==> src/sebl_map.vh <==
`ifndef SEBL_MAP_VH
`define SEBL_MAP_VH

// system clock rate and serial link half period
`define SEBL_CLK_MHZ 40
`define SEBL_HALF_NS 5000
`define SEBL_HALF_CYC ((`SEBL_HALF_NS * `SEBL_CLK_MHZ + 999) / 1000)

// eeprom addressing
`define SEBL_DEV_ADDR 7'h50
`define SEBL_WORD_ADDR 8'h00
`define SEBL_DIR_WRITE 1'b0
`define SEBL_DIR_READ 1'b1

// eeprom line layout
`define SEBL_LINE_CNT_HI 12'h009
`define SEBL_LINE_CNT_LO 12'h00a
`define SEBL_LINE_LIM_FIRST 12'h027
`define SEBL_LINE_LIM_LAST 12'h02a
`define SEBL_LINE_BASE_FIRST 12'h02b
`define SEBL_LINE_BASE_LAST 12'h02e
`define SEBL_LINE_PROG_FIRST 12'h02f

// reset values
`define SEBL_RST_WORD 32'h0000_0000

`endif

==> src/sebl_loader.v <==
`timescale 1ns/100ps
`include "sebl_map.vh"
module sebl_loader #(
  parameter [15:0] HALF_CYC = `SEBL_HALF_CYC
) (
  // clock and reset
  input wire clock_i,
  input wire srst_i,
  // serial clock, open drain
  input wire scl_i,
  output wire scl_o,
  output wire scl_oe_o,
  // serial data, open drain
  input wire sda_i,
  output wire sda_o,
  output wire sda_oe_o,
  // sdram word writes
  output wire wr_valid_o,
  input wire wr_ready_i,
  output wire [31:0] wr_addr_o,
  output wire [31:0] wr_data_o,
  // loaded configuration and status
  output reg [31:0] cacheable_region_limit_o,
  output reg [31:0] sdram_window_base_o,
  output reg busy_o,
  output reg done_o,
  output reg error_o
);

  localparam [3:0] ST_IDLE = 4'h0;
  localparam [3:0] ST_STA_A = 4'h1;
  localparam [3:0] ST_STA_B = 4'h2;
  localparam [3:0] ST_STA_C = 4'h3;
  localparam [3:0] ST_LOW = 4'h4;
  localparam [3:0] ST_HIGH = 4'h5;
  localparam [3:0] ST_WAITBUF = 4'h6;
  localparam [3:0] ST_STO_A = 4'h7;
  localparam [3:0] ST_STO_B = 4'h8;
  localparam [3:0] ST_STO_C = 4'h9;
  localparam [3:0] ST_STO_D = 4'ha;
  localparam [3:0] ST_DONE = 4'hb;
  localparam [15:0] HALF = HALF_CYC;

  reg [3:0] state;
  reg [15:0] timer;
  reg [1:0] step;
  reg rd;
  reg [3:0] bitcnt;
  reg [7:0] tx;
  reg [7:0] rx;
  reg [11:0] line;
  reg [10:0] count;
  reg [31:0] word;
  reg [1:0] lane;
  reg [8:0] widx;
  reg [31:0] pend_addr;
  reg [31:0] pend_data;
  reg pend_last;
  reg scl_s1, scl_s2, scl_s3, scl_q;
  reg sda_s1, sda_s2, sda_s3, sda_q;
  reg bit_low;
  wire timer_zero;
  wire last_now;
  wire buf_ready;
  wire [31:0] next_word;

  assign timer_zero = (timer == 16'h0000);
  assign next_word = {word[23:0], rx};
  // final line is the count plus the index of the last header line before the program
  assign last_now = rd &
    (line == ({1'b0, count} + `SEBL_LINE_BASE_LAST));

  // pins: only ever pull low, release otherwise
  assign scl_o = 1'b0;
  assign sda_o = 1'b0;
  assign scl_oe_o = (state == ST_STA_A) | (state == ST_LOW) |
    (state == ST_WAITBUF) | (state == ST_STO_A) | (state == ST_STO_B);
  assign sda_oe_o = bit_low | (state == ST_STA_C) |
    (state == ST_STO_B) | (state == ST_STO_C);

  // data line level for the current bit slot
  always @* begin
    bit_low = 1'b0;
    if ((state == ST_LOW) | (state == ST_HIGH)) begin
      if (bitcnt < 4'h8) begin
        bit_low = ~rd & ~tx[7];
      end else begin
        bit_low = rd & ~last_now;
      end
    end
  end

  // three-stage samplers; a change counts when stages two and three agree
  always @(posedge clock_i) begin
    if (srst_i) begin
      scl_s1 <= 1'b1;
      scl_s2 <= 1'b1;
      scl_s3 <= 1'b1;
      scl_q <= 1'b1;
      sda_s1 <= 1'b1;
      sda_s2 <= 1'b1;
      sda_s3 <= 1'b1;
      sda_q <= 1'b1;
    end else begin
      scl_s1 <= scl_i;
      scl_s2 <= scl_s1;
      scl_s3 <= scl_s2;
      sda_s1 <= sda_i;
      sda_s2 <= sda_s1;
      sda_s3 <= sda_s2;
      if (scl_s2 == scl_s3) begin
        scl_q <= scl_s3;
      end
      if (sda_s2 == sda_s3) begin
        sda_q <= sda_s3;
      end
    end
  end

  // word buffer toward the sdram writer
  sebl_buf2 #(
    .WIDTH(64)
  ) u_buf (
    .clock_i(clock_i),
    .srst_i(srst_i),
    .in_valid_i(state == ST_WAITBUF),
    .in_ready_o(buf_ready),
    .in_data_i({pend_addr, pend_data}),
    .out_valid_o(wr_valid_o),
    .out_ready_i(wr_ready_i),
    .out_data_o({wr_addr_o, wr_data_o})
  );

  // link sequencer and byte unpacker
  always @(posedge clock_i) begin
    if (srst_i) begin
      state <= ST_IDLE;
      timer <= 16'h0000;
      step <= 2'h0;
      rd <= 1'b0;
      bitcnt <= 4'h0;
      tx <= 8'h00;
      rx <= 8'h00;
      line <= 12'h000;
      count <= 11'h000;
      word <= `SEBL_RST_WORD;
      lane <= 2'h0;
      widx <= 9'h000;
      pend_addr <= `SEBL_RST_WORD;
      pend_data <= `SEBL_RST_WORD;
      pend_last <= 1'b0;
      cacheable_region_limit_o <= `SEBL_RST_WORD;
      sdram_window_base_o <= `SEBL_RST_WORD;
      busy_o <= 1'b0;
      done_o <= 1'b0;
      error_o <= 1'b0;
    end else begin
      if (~timer_zero) begin
        timer <= timer - 16'h0001;
      end
      case (state)
        // start the whole load straight after reset
        ST_IDLE: begin
          busy_o <= 1'b1;
          timer <= HALF;
          state <= ST_STA_A;
        end
        ST_STA_A: begin
          if (timer_zero) begin
            timer <= HALF;
            state <= ST_STA_B;
          end
        end
        // a target holding the clock low stretches the high phase
        ST_STA_B: begin
          if (~scl_q) begin
            timer <= HALF;
          end else if (timer_zero) begin
            timer <= HALF;
            state <= ST_STA_C;
          end
        end
        // start condition done, send the address byte
        ST_STA_C: begin
          if (timer_zero) begin
            if (step == 2'h0) begin
              tx <= {`SEBL_DEV_ADDR, `SEBL_DIR_WRITE};
            end else begin
              tx <= {`SEBL_DEV_ADDR, `SEBL_DIR_READ};
            end
            rd <= 1'b0;
            bitcnt <= 4'h0;
            timer <= HALF;
            state <= ST_LOW;
          end
        end
        ST_LOW: begin
          if (timer_zero) begin
            timer <= HALF;
            state <= ST_HIGH;
          end
        end
        ST_HIGH: begin
          if (~scl_q) begin
            timer <= HALF;
          end else if (timer_zero) begin
            timer <= HALF;
            if (bitcnt < 4'h8) begin
              rx <= {rx[6:0], sda_q};
              tx <= {tx[6:0], 1'b0};
              bitcnt <= bitcnt + 4'h1;
              state <= ST_LOW;
            end else if (~rd) begin
              bitcnt <= 4'h0;
              if (sda_q) begin
                // target refused a byte: give up cleanly
                error_o <= 1'b1;
                state <= ST_STO_A;
              end else if (step == 2'h0) begin
                step <= 2'h1;
                tx <= `SEBL_WORD_ADDR;
                state <= ST_LOW;
              end else if (step == 2'h1) begin
                step <= 2'h2;
                state <= ST_STA_A;
              end else begin
                step <= 2'h3;
                rd <= 1'b1;
                state <= ST_LOW;
              end
            end else begin
              bitcnt <= 4'h0;
              line <= line + 12'h001;
              pend_last <= last_now;
              state <= last_now ? ST_STO_A : ST_LOW;
              if (line == `SEBL_LINE_CNT_HI) begin
                count[10:8] <= rx[2:0];
              end
              if (line == `SEBL_LINE_CNT_LO) begin
                count[7:0] <= rx;
              end
              if ((line >= `SEBL_LINE_LIM_FIRST) &
                  (line <= `SEBL_LINE_LIM_LAST)) begin
                cacheable_region_limit_o <=
                  {cacheable_region_limit_o[23:0], rx};
              end
              if ((line >= `SEBL_LINE_BASE_FIRST) &
                  (line <= `SEBL_LINE_BASE_LAST)) begin
                sdram_window_base_o <=
                  {sdram_window_base_o[23:0], rx};
              end
              if (line >= `SEBL_LINE_PROG_FIRST) begin
                // first byte lands in bits 31:24, i.e. base plus 3
                word <= next_word;
                lane <= lane + 2'h1;
                if (lane == 2'h3) begin
                  pend_data <= next_word;
                  pend_addr <= sdram_window_base_o +
                    {21'h000000, widx, 2'h0};
                  widx <= widx + 9'h001;
                  state <= ST_WAITBUF;
                end
              end
            end
          end
        end
        // clock held low while the buffer is full; nothing is lost
        ST_WAITBUF: begin
          timer <= HALF;
          if (buf_ready) begin
            state <= pend_last ? ST_STO_A : ST_LOW;
          end
        end
        // stop: clock low, then data low, clock up, data up
        ST_STO_A: begin
          if (timer_zero) begin
            timer <= HALF;
            state <= ST_STO_B;
          end
        end
        ST_STO_B: begin
          if (timer_zero) begin
            timer <= HALF;
            state <= ST_STO_C;
          end
        end
        ST_STO_C: begin
          if (~scl_q) begin
            timer <= HALF;
          end else if (timer_zero) begin
            timer <= HALF;
            state <= ST_STO_D;
          end
        end
        ST_STO_D: begin
          if (timer_zero) begin
            busy_o <= 1'b0;
            done_o <= ~error_o;
            state <= ST_DONE;
          end
        end
        ST_DONE: begin
          state <= ST_DONE;
        end
        default: begin
          state <= ST_IDLE;
        end
      endcase
    end
  end

endmodule // sebl_loader

==> src/sebl_buf2.v <==
`timescale 1ns/100ps
// two-entry buffer so a stalled sdram writer never drops a word
module sebl_buf2 #(
  parameter WIDTH = 64
) (
  // clock and reset
  input wire clock_i,
  input wire srst_i,
  // filling side
  input wire in_valid_i,
  output wire in_ready_o,
  input wire [WIDTH-1:0] in_data_i,
  // draining side
  output wire out_valid_o,
  input wire out_ready_i,
  output wire [WIDTH-1:0] out_data_o
);

  reg [WIDTH-1:0] mem [0:1];
  reg wptr;
  reg rptr;
  reg [1:0] count;
  wire push;
  wire pop;

  // honest full and empty from the occupancy count
  assign in_ready_o = (count != 2'h2);
  assign out_valid_o = (count != 2'h0);
  assign out_data_o = mem[rptr];
  assign push = in_valid_i & in_ready_o;
  assign pop = out_valid_o & out_ready_i;

  // storage, no reset needed on data
  always @(posedge clock_i) begin
    if (push) begin
      mem[wptr] <= in_data_i;
    end
  end

  // pointers and count
  always @(posedge clock_i) begin
    if (srst_i) begin
      wptr <= 1'b0;
      rptr <= 1'b0;
      count <= 2'h0;
    end else begin
      if (push) begin
        wptr <= ~wptr;
      end
      if (pop) begin
        rptr <= ~rptr;
      end
      if (push & ~pop) begin
        count <= count + 2'h1;
      end else if (pop & ~push) begin
        count <= count - 2'h1;
      end
    end
  end

endmodule // sebl_buf2

==> config.mk <==
export PLATFORM = sky130hd
export DESIGN_NAME = sebl_loader
export DESIGN_NICKNAME = d
export VERILOG_FILES = /design/src/sebl_loader.v /design/src/sebl_buf2.v
export VERILOG_INCLUDE_DIRS = /design/src
export SDC_FILE = /design/constraint.sdc
export NUM_CORES = 1
export LEC_CHECK = 0
export ABC_AREA = 1
export BUFFER_PORTS_ARGS = -buffer_cell sky130_fd_sc_hd__buf_2
export CORE_AREA = 2 2 253 255
export DETAILED_ROUTE_END_ITERATION = 10
export DIE_AREA = 0 0 255 257
export GPL_TIMING_DRIVEN = 0
export PLACE_DENSITY = 0.43
export SLEW_MARGIN = 40
export SYNTH_ARGS = -nofsm -noshare
export SYNTH_HDL_FRONTEND = slang
export SYNTH_SLANG_ARGS = --single-unit
==> constraint.sdc <==
create_clock -name clock_i -period 6.51 [get_ports clock_i]
set_clock_uncertainty 0.05 [all_clocks]
set_input_delay 1.302 -clock clock_i [delete_from_list [all_inputs] [get_ports clock_i]]
set_output_delay 1.302 -clock clock_i [all_outputs]
set_load 0.02 [all_outputs]
=== After elaboration in Yosys (flattened, before gate mapping) ===
Memories as Yosys holds them, arrays and structs flattened. A register that Yosys moved wholly into a read port is not among the register bits.
Index checks and enable logic that the tools add are counted.

* Add/sub/neg operators: 9
* Order comparisons: 6
* Equal/unequal tests: 36
* Multiplexer cells: 61
* Bitwise logic cells: 27
* Reductions and logical operators: 26

{| class="wikitable"
|+ Operators by type and width
! cell !! number
|-
| $mux W4 || 19
|-
| $mux W8 || 7
|-
| $mux W16 || 3
|-
| $pmux W16 S3 || 1
|-
| $pmux W4 S12 || 1
|-
| $reduce_and A6 Y1 || 7
|-
| $ge A12 B6 Y1 const B || 3
|-
| $add A32 B11 Y32 || 1
|-
| $ne A2 B2 Y1 const B || 15
|-
| $eq A12 B4 Y1 const B || 2
|-
| $le A12 B6 Y1 const B || 2
|-
| $eq A4 B3 Y1 const B || 4
|-
| $eq A4 B4 Y1 const B || 4
|-
| $logic_not A16 Y1 || 1
|-
| $mux W1 || 16
|-
| $pmux W8 S2 || 1
|-
| $sub A16 B1 Y16 const B || 1
|-
| $mux W2 || 7
|-
| $reduce_and A7 Y1 || 2
|-
| $reduce_and A13 Y1 || 1
|-
| $add A11 B6 Y12 const B || 1
|-
| $add A12 B1 Y12 const B || 1
|-
| $eq A12 B12 Y1 || 1
|-
| $not A1 Y1 || 10
|-
| 26 further kinds || 54
|}

* Bits in registers: 245
* RAM bits: 128
* Bits of input ports: 5
* Output and inout port bits: 136
* Word-level logic and storage cells: 198
* Memories kept: 1

{| class="wikitable"
|+ Memory list
! memory !! depth !! width !! read ports !! clocked after Yosys merged registers in !! wr ports !! line !! RTL
|-
| u_buf.mem || 2 || 64 || 1 || 1 || 1 || sebl_buf2.v:19 || <nowiki>reg [WIDTH-1:0] mem [0:1];</nowiki>
|}

=== Depth between registers and ports, before layout ===
* Depth after elaboration: 11
* Mapped depth: 18
* Mapped depth without buffers: 18

=== Hierarchy ===
From an unflattened synthesis, not the netlist that was laid out.

* Cells, all modules: 1662
* Area, all modules: 15990.3 um^2

{| class="wikitable"
|+ Modules (own cells, without submodules)
! module !! instances !! cells each !! area an instance (um^2) !! sequential area each (um^2)
|-
| sebl_loader || 1 || 1426 || 10830.4 || 4824.6
|-
| sebl_buf2 || 1 || 236 || 5159.9 || 3943.8
|}

=== Worst setup path after synthesis ===
OpenSTA, ideal clock, no wires.

* Path kind: reg-to-reg
* Start: reg state[1]
* End: mem u_buf.mem[1][0], enable pin
* Library setup time: 487 ps
* Data arrival time: 3787 ps
* Required time: 5973 ps
* Slack: 2186 ps
* Stages on the path, launching flop included: 9
* Buffers on the path: 0
* Period minus slack after synthesis: 4324 ps
* Path through: dfxtp_1 > inv_1 > nor2_1 > inv_1 > nor2_1 > inv_1 > a21oi_1 > inv_1 > nor2_1

* Longest elaborated chain between the ends: 4

{| class="wikitable"
|+ RTL lines
! element !! line !! RTL
|-
| from (decl) || sebl_loader.v:44 || <nowiki>reg [3:0] state;</nowiki>
|-
| from (signal assigned) || sebl_loader.v:235 || <nowiki>state <= last_now ? ST_STO_A : ST_LOW;</nowiki>
|-
| from (signal assigned) || sebl_loader.v:271 || <nowiki>state <= pend_last ? ST_STO_A : ST_LOW;</nowiki>
|-
| $eq A4 B3 Y1 || sebl_loader.v:126 || <nowiki>.in_valid_i(state == ST_WAITBUF),</nowiki>
|-
| $and A1 B1 Y1 || sebl_buf2.v:30 || <nowiki>assign push = in_valid_i & in_ready_o;</nowiki>
|-
| via u_buf.push || sebl_buf2.v:23 || <nowiki>wire push;</nowiki>
|-
| $mux W1 || sebl_buf2.v:35 || <nowiki>if (push) begin</nowiki>
|-
| $mux W1 (not written as such) || sebl_buf2.v:36 || <nowiki>mem[wptr] <= in_data_i;</nowiki>
|-
| to (decl) || sebl_buf2.v:19 ||
|}

The timed path passes the listed nets, and every way through them passes these cells.

=== Worst setup path in the final report ===
* Start: reg count[1]
* End: out sda_oe_o

* Longest elaborated chain between the ends: 10

{| class="wikitable"
|+ RTL lines
! element !! line !! RTL
|-
| from (decl) || sebl_loader.v:52 || <nowiki>reg [10:0] count;</nowiki>
|-
| from (signal assigned) || sebl_loader.v:240 || <nowiki>count[7:0] <= rx;</nowiki>
|-
| $add A11 B6 Y12 (no line) || - ||
|-
| $eq A12 B12 Y1 || sebl_loader.v:71 || <nowiki>(line == ({1'b0, count} + `SEBL_LINE_BASE_LAST));</nowiki>
|-
| $and A1 B1 Y1 || sebl_loader.v:70 || <nowiki>assign last_now = rd &</nowiki>
|-
| $not A1 Y1 || sebl_loader.v:88 || <nowiki>bit_low = rd & ~last_now;</nowiki>
|-
| $and A1 B1 Y1 || sebl_loader.v:88 ||
|-
| $mux W1 || sebl_loader.v:85 || <nowiki>if (bitcnt < 4'h8) begin</nowiki>
|-
| $mux W1 || sebl_loader.v:84 || <nowiki>if ((state == ST_LOW) | (state == ST_HIGH)) begin</nowiki>
|-
| $or A1 B1 Y1 (2 in series) || sebl_loader.v:78 || <nowiki>assign sda_oe_o = bit_low | (state == ST_STA_C) |</nowiki>
|-
| $or A1 B1 Y1 || sebl_loader.v:79 || <nowiki>(state == ST_STO_B) | (state == ST_STO_C);</nowiki>
|-
| to (decl) || sebl_loader.v:16 || <nowiki>output wire sda_oe_o,</nowiki>
|}

No other way between the ends.

==> run_results.csv <==
group,metric,value,unit
logic_synthesis,avgSynthCellArea,9.44,um2
logic_synthesis,ys_seq_area_frac,0.563,
global_routing,grt_first_pass_wirelength,70700,um
power_and_ir_drop,clkPwrFrac,0.414,
global_routing,grt_pass1_vias,12000,
sta,max_slew_margin,0.440,
logic_synthesis,synth_top_family_by_area,"simple AND/OR/NAND/NOR gates",
drt,via_count,12200,
logic_synthesis,synthCells,1651,
setup_path,cpMostUsedCell,"nand2_1",
power_and_ir_drop,static-leakage-power,6.63,nW
logic_synthesis,ys_ff_latch,374,
logic_synthesis,synth-simple-area-share,0.166,
logic_synthesis,synthTopCellsByArea,"dfxtp_1 (32%), edfxtp_1 (25%), a21oi_1 (4.6%)",
cts,cts.clk_slew.worst_paths,60,ps
sta,final_max_slew_viol_count,0,
cts,htreeDepth,2,
die,dieArea,65500,um2
cells_and_area,utilization,0.302,
cts,cts_root_buffer,"clkbuf_16",
placement,dp_hpwl,34500,um
cts,cts_hold_buf,0,
setup_path,crit_arrival,2750,ps
power_and_ir_drop,finalPower,5.76,mW
sta,period_share,0.630,
sta,holdWs,357,ps
drt,drc_errors,0,
setup_path,worstPathMaxFanout,6,
die,die_height,257,um
cells_and_area,final_area,18900,um2
cts,cts.path.max_buffers,3,
logic_synthesis,synth_edf_count,128,
setup_path,crit_chain,"inv_1, ha_1, nand2_1, nand2_1, nand2_1, nand2_1, nand2_1, nand2_1, nand2_1, nand2_1, nor2_1, nand3_1, a21oi_1, o211ai_1, buf_2",
logic_synthesis,synth_xor_area_frac,0.0208,
logic_synthesis,async_flop_share,0,
die,die-width,255,um
global_routing,grtUsageTotal,0.140,
logic_synthesis,yosysMostFrequentCell,"dfxtp_1",
sta,rsz0062_at_grt,"false",
power_and_ir_drop,combinationalPowerShare,0.150,
power_and_ir_drop,seqPwrFrac,0.436,
logic_synthesis,netlist_area,15600,um2
sta,fmaxAchievable,0.244,GHz
placement,io_buffers,138,
logic_synthesis,synth_top_area_cell,"dfxtp_1",
setup_path,criticalPathCategory,"register to output port",
setup_path,start_kind,"register",
cells_and_area,syn_to_final_growth,21.4,%
job,drv_cap,0,
drt,route.detailed.wl_per_inst,17.0,um
placement,place_area,17500,um2
min_path,hold_path.class,"register to register",
drt,ant_nets,0,
placement,gp_congestion,0.831,
outcome,outcome,"finished, final reports clean",
logic_synthesis,ys.flop_type,"dfxtp_1",
setup_path,cp-end-kind,"output port",
setup_path,path_buf_inv,2,
drt,vias_per_cell,4.48,
die,ios,141,
drt,first_pass_iters,5,
cells_and_area,n_antenna_cell,0,
logic_synthesis,synth_compound_area_frac,0.127,
power_and_ir_drop,ir_worst_vdd,0.165,mV
die,rows,92,
cts,cts.sinks,374,
logic_synthesis,yosys.area_share.adder,0.0173,
drt,drt_iter0_markers,728,
logic_synthesis,synth_common_cells,"dfxtp_1 (246), nor2_1 (190), nand2_1 (184)",
sta,setup_violations,0,
cts,cts_buffers,43,
cts,cts_setup_buffers,0,
power_and_ir_drop,power.switching,1.58,mW
global_routing,grt_max_degree,19,
setup_path,slowest_stage,"dfxtp_1",
sta,final_hold_viol_count,0,
logic_synthesis,synthMuxAreaShare,0.0462,
sta,fin_setup_tns,0,ps
die,core_area,62700,um2
cells_and_area,drive_gt1_frac,0.192,
logic_synthesis,yosys_warnings,0,
sta,post-route-min-period,4100,ps
sta,tightest_slew,840,ps
setup_path,cp_slowest_stage_delay,330,ps
cts,worstSkewPairLatency,560,ps
setup_path,cpLargestDelayFamily,"simple AND/OR/NAND/NOR gates",
cells_and_area,nNetsFinal,1869,
logic_synthesis,synth_top_area_frac,0.316,
power_and_ir_drop,p_int,4.18,mW
cts,ctsResizeCount,0,
power_and_ir_drop,switching_share,0.274,
logic_synthesis,synth_cell_type_count,51,
cts,cts_tree,"yes",
global_routing,grt_overflow_total,0,
power_and_ir_drop,powerDensity,304,nW/um2
drt,routed_wl,46200,um
global_routing,antenna_found_initial,0,
die,start_util,0.248,
setup_path,crit_required,5160,ps
-- stage by stage --
step                      instances  setup slack, ps
after global routing           2723             2170
after floorplan                1652             2190
after detailed placement       2644             2870
after CTS                      2723             2240
after global placement         2636             -370
final                          2723             2410
-- state kept, by name (all words and copies together) (netlist names), 8 cells and up, named ones only --
register / count
line: 12
timer: 16
widx: 9
sdram_window_base_o: 32
tx: 8
u_buf.mem: 128
word: 24
pend_data: 32
cacheable_region_limit_o: 32
count: 11
pend_addr: 32
rx: 8
-- worst paths after layout --
check	endpoint	cells after the start	startpoint	slack [ps]
setup reg to reg	pend_addr[30]	13	sdram_window_base_o[2]	3460
setup / recovery	sda_oe_o	15	count[1]	2410
hold reg to reg	scl_s2	1	scl_s1	360
hold / removal	scl_s2	1	scl_s1	360
-- routing by layer --
| layer | GRT usage | up-vias | wire (um) |
|---|---|---|---|
| met5 | 0 | - | 0 |
| met3 | 0.0265 | 71 | 2000 |
| met1 | 0.170 | 5785 | 20000 |
| met2 | 0.250 | 272 | 23100 |
| li1 | - | 6081 | - |
| met4 | 0.0417 | 0 | 1080 |
-- power groups by stage --
stage | Sequential, mW | Combinational, mW | Clock, mW
finish | 2.51 | 0.865 | 2.38
global route | 2.52 | 0.982 | 2.54
CTS | 2.51 | 0.886 | 2.46
detailed placement | 2.56 | 0.880 | 0
global placement | 2.56 | 0.876 | 0
floorplan | 2.55 | 0.645 | 0
-- cell type report --
class | instances | area [um2]
fillers | 6591 | 43800
flip-flops and latches | 374 | 8770
multi-input cells | 1044 | 5900
clock buffers | 60 | 1250
well taps | 846 | 1060
repair buffers | 146 | 848
inverters | 159 | 598
plain buffers | 75 | 349
clock inverters | 19 | 148
-- cell families (layout without fill, tap and decap cells) --
group,after synthesis,count (layout)
XOR/XNOR,37,37
adder cells (fa/ha/maj),21,21
AO/OA/AOI/OAI,347,347
multiplexers,64,64
AND/OR/NAND/NOR,573,573
flip-flops,374,374
other,1,2
buffers and inverters,234,459
-- cells in the final DEF, fill, tap and decap left out, types with 13 or more instances in the layout --
cell type and count:
a211oi_2 13, o21ai_1 40, dfxtp_1 246, o21ai_0 96, clkbuf_16 45, nor4_1 31
inv_2 16, nand3_1 50, edfxtp_1 128, clkbuf_1 55, xor2_1 30, nand2_1 184
a21oi_1 144, ha_1 20, nor2_1 188, buf_2 149, nor3_1 61, a211oi_1 30
nand4_1 20, inv_1 141, mux2_2 64
No activity file was read; power rests on OpenSTA's default activity.
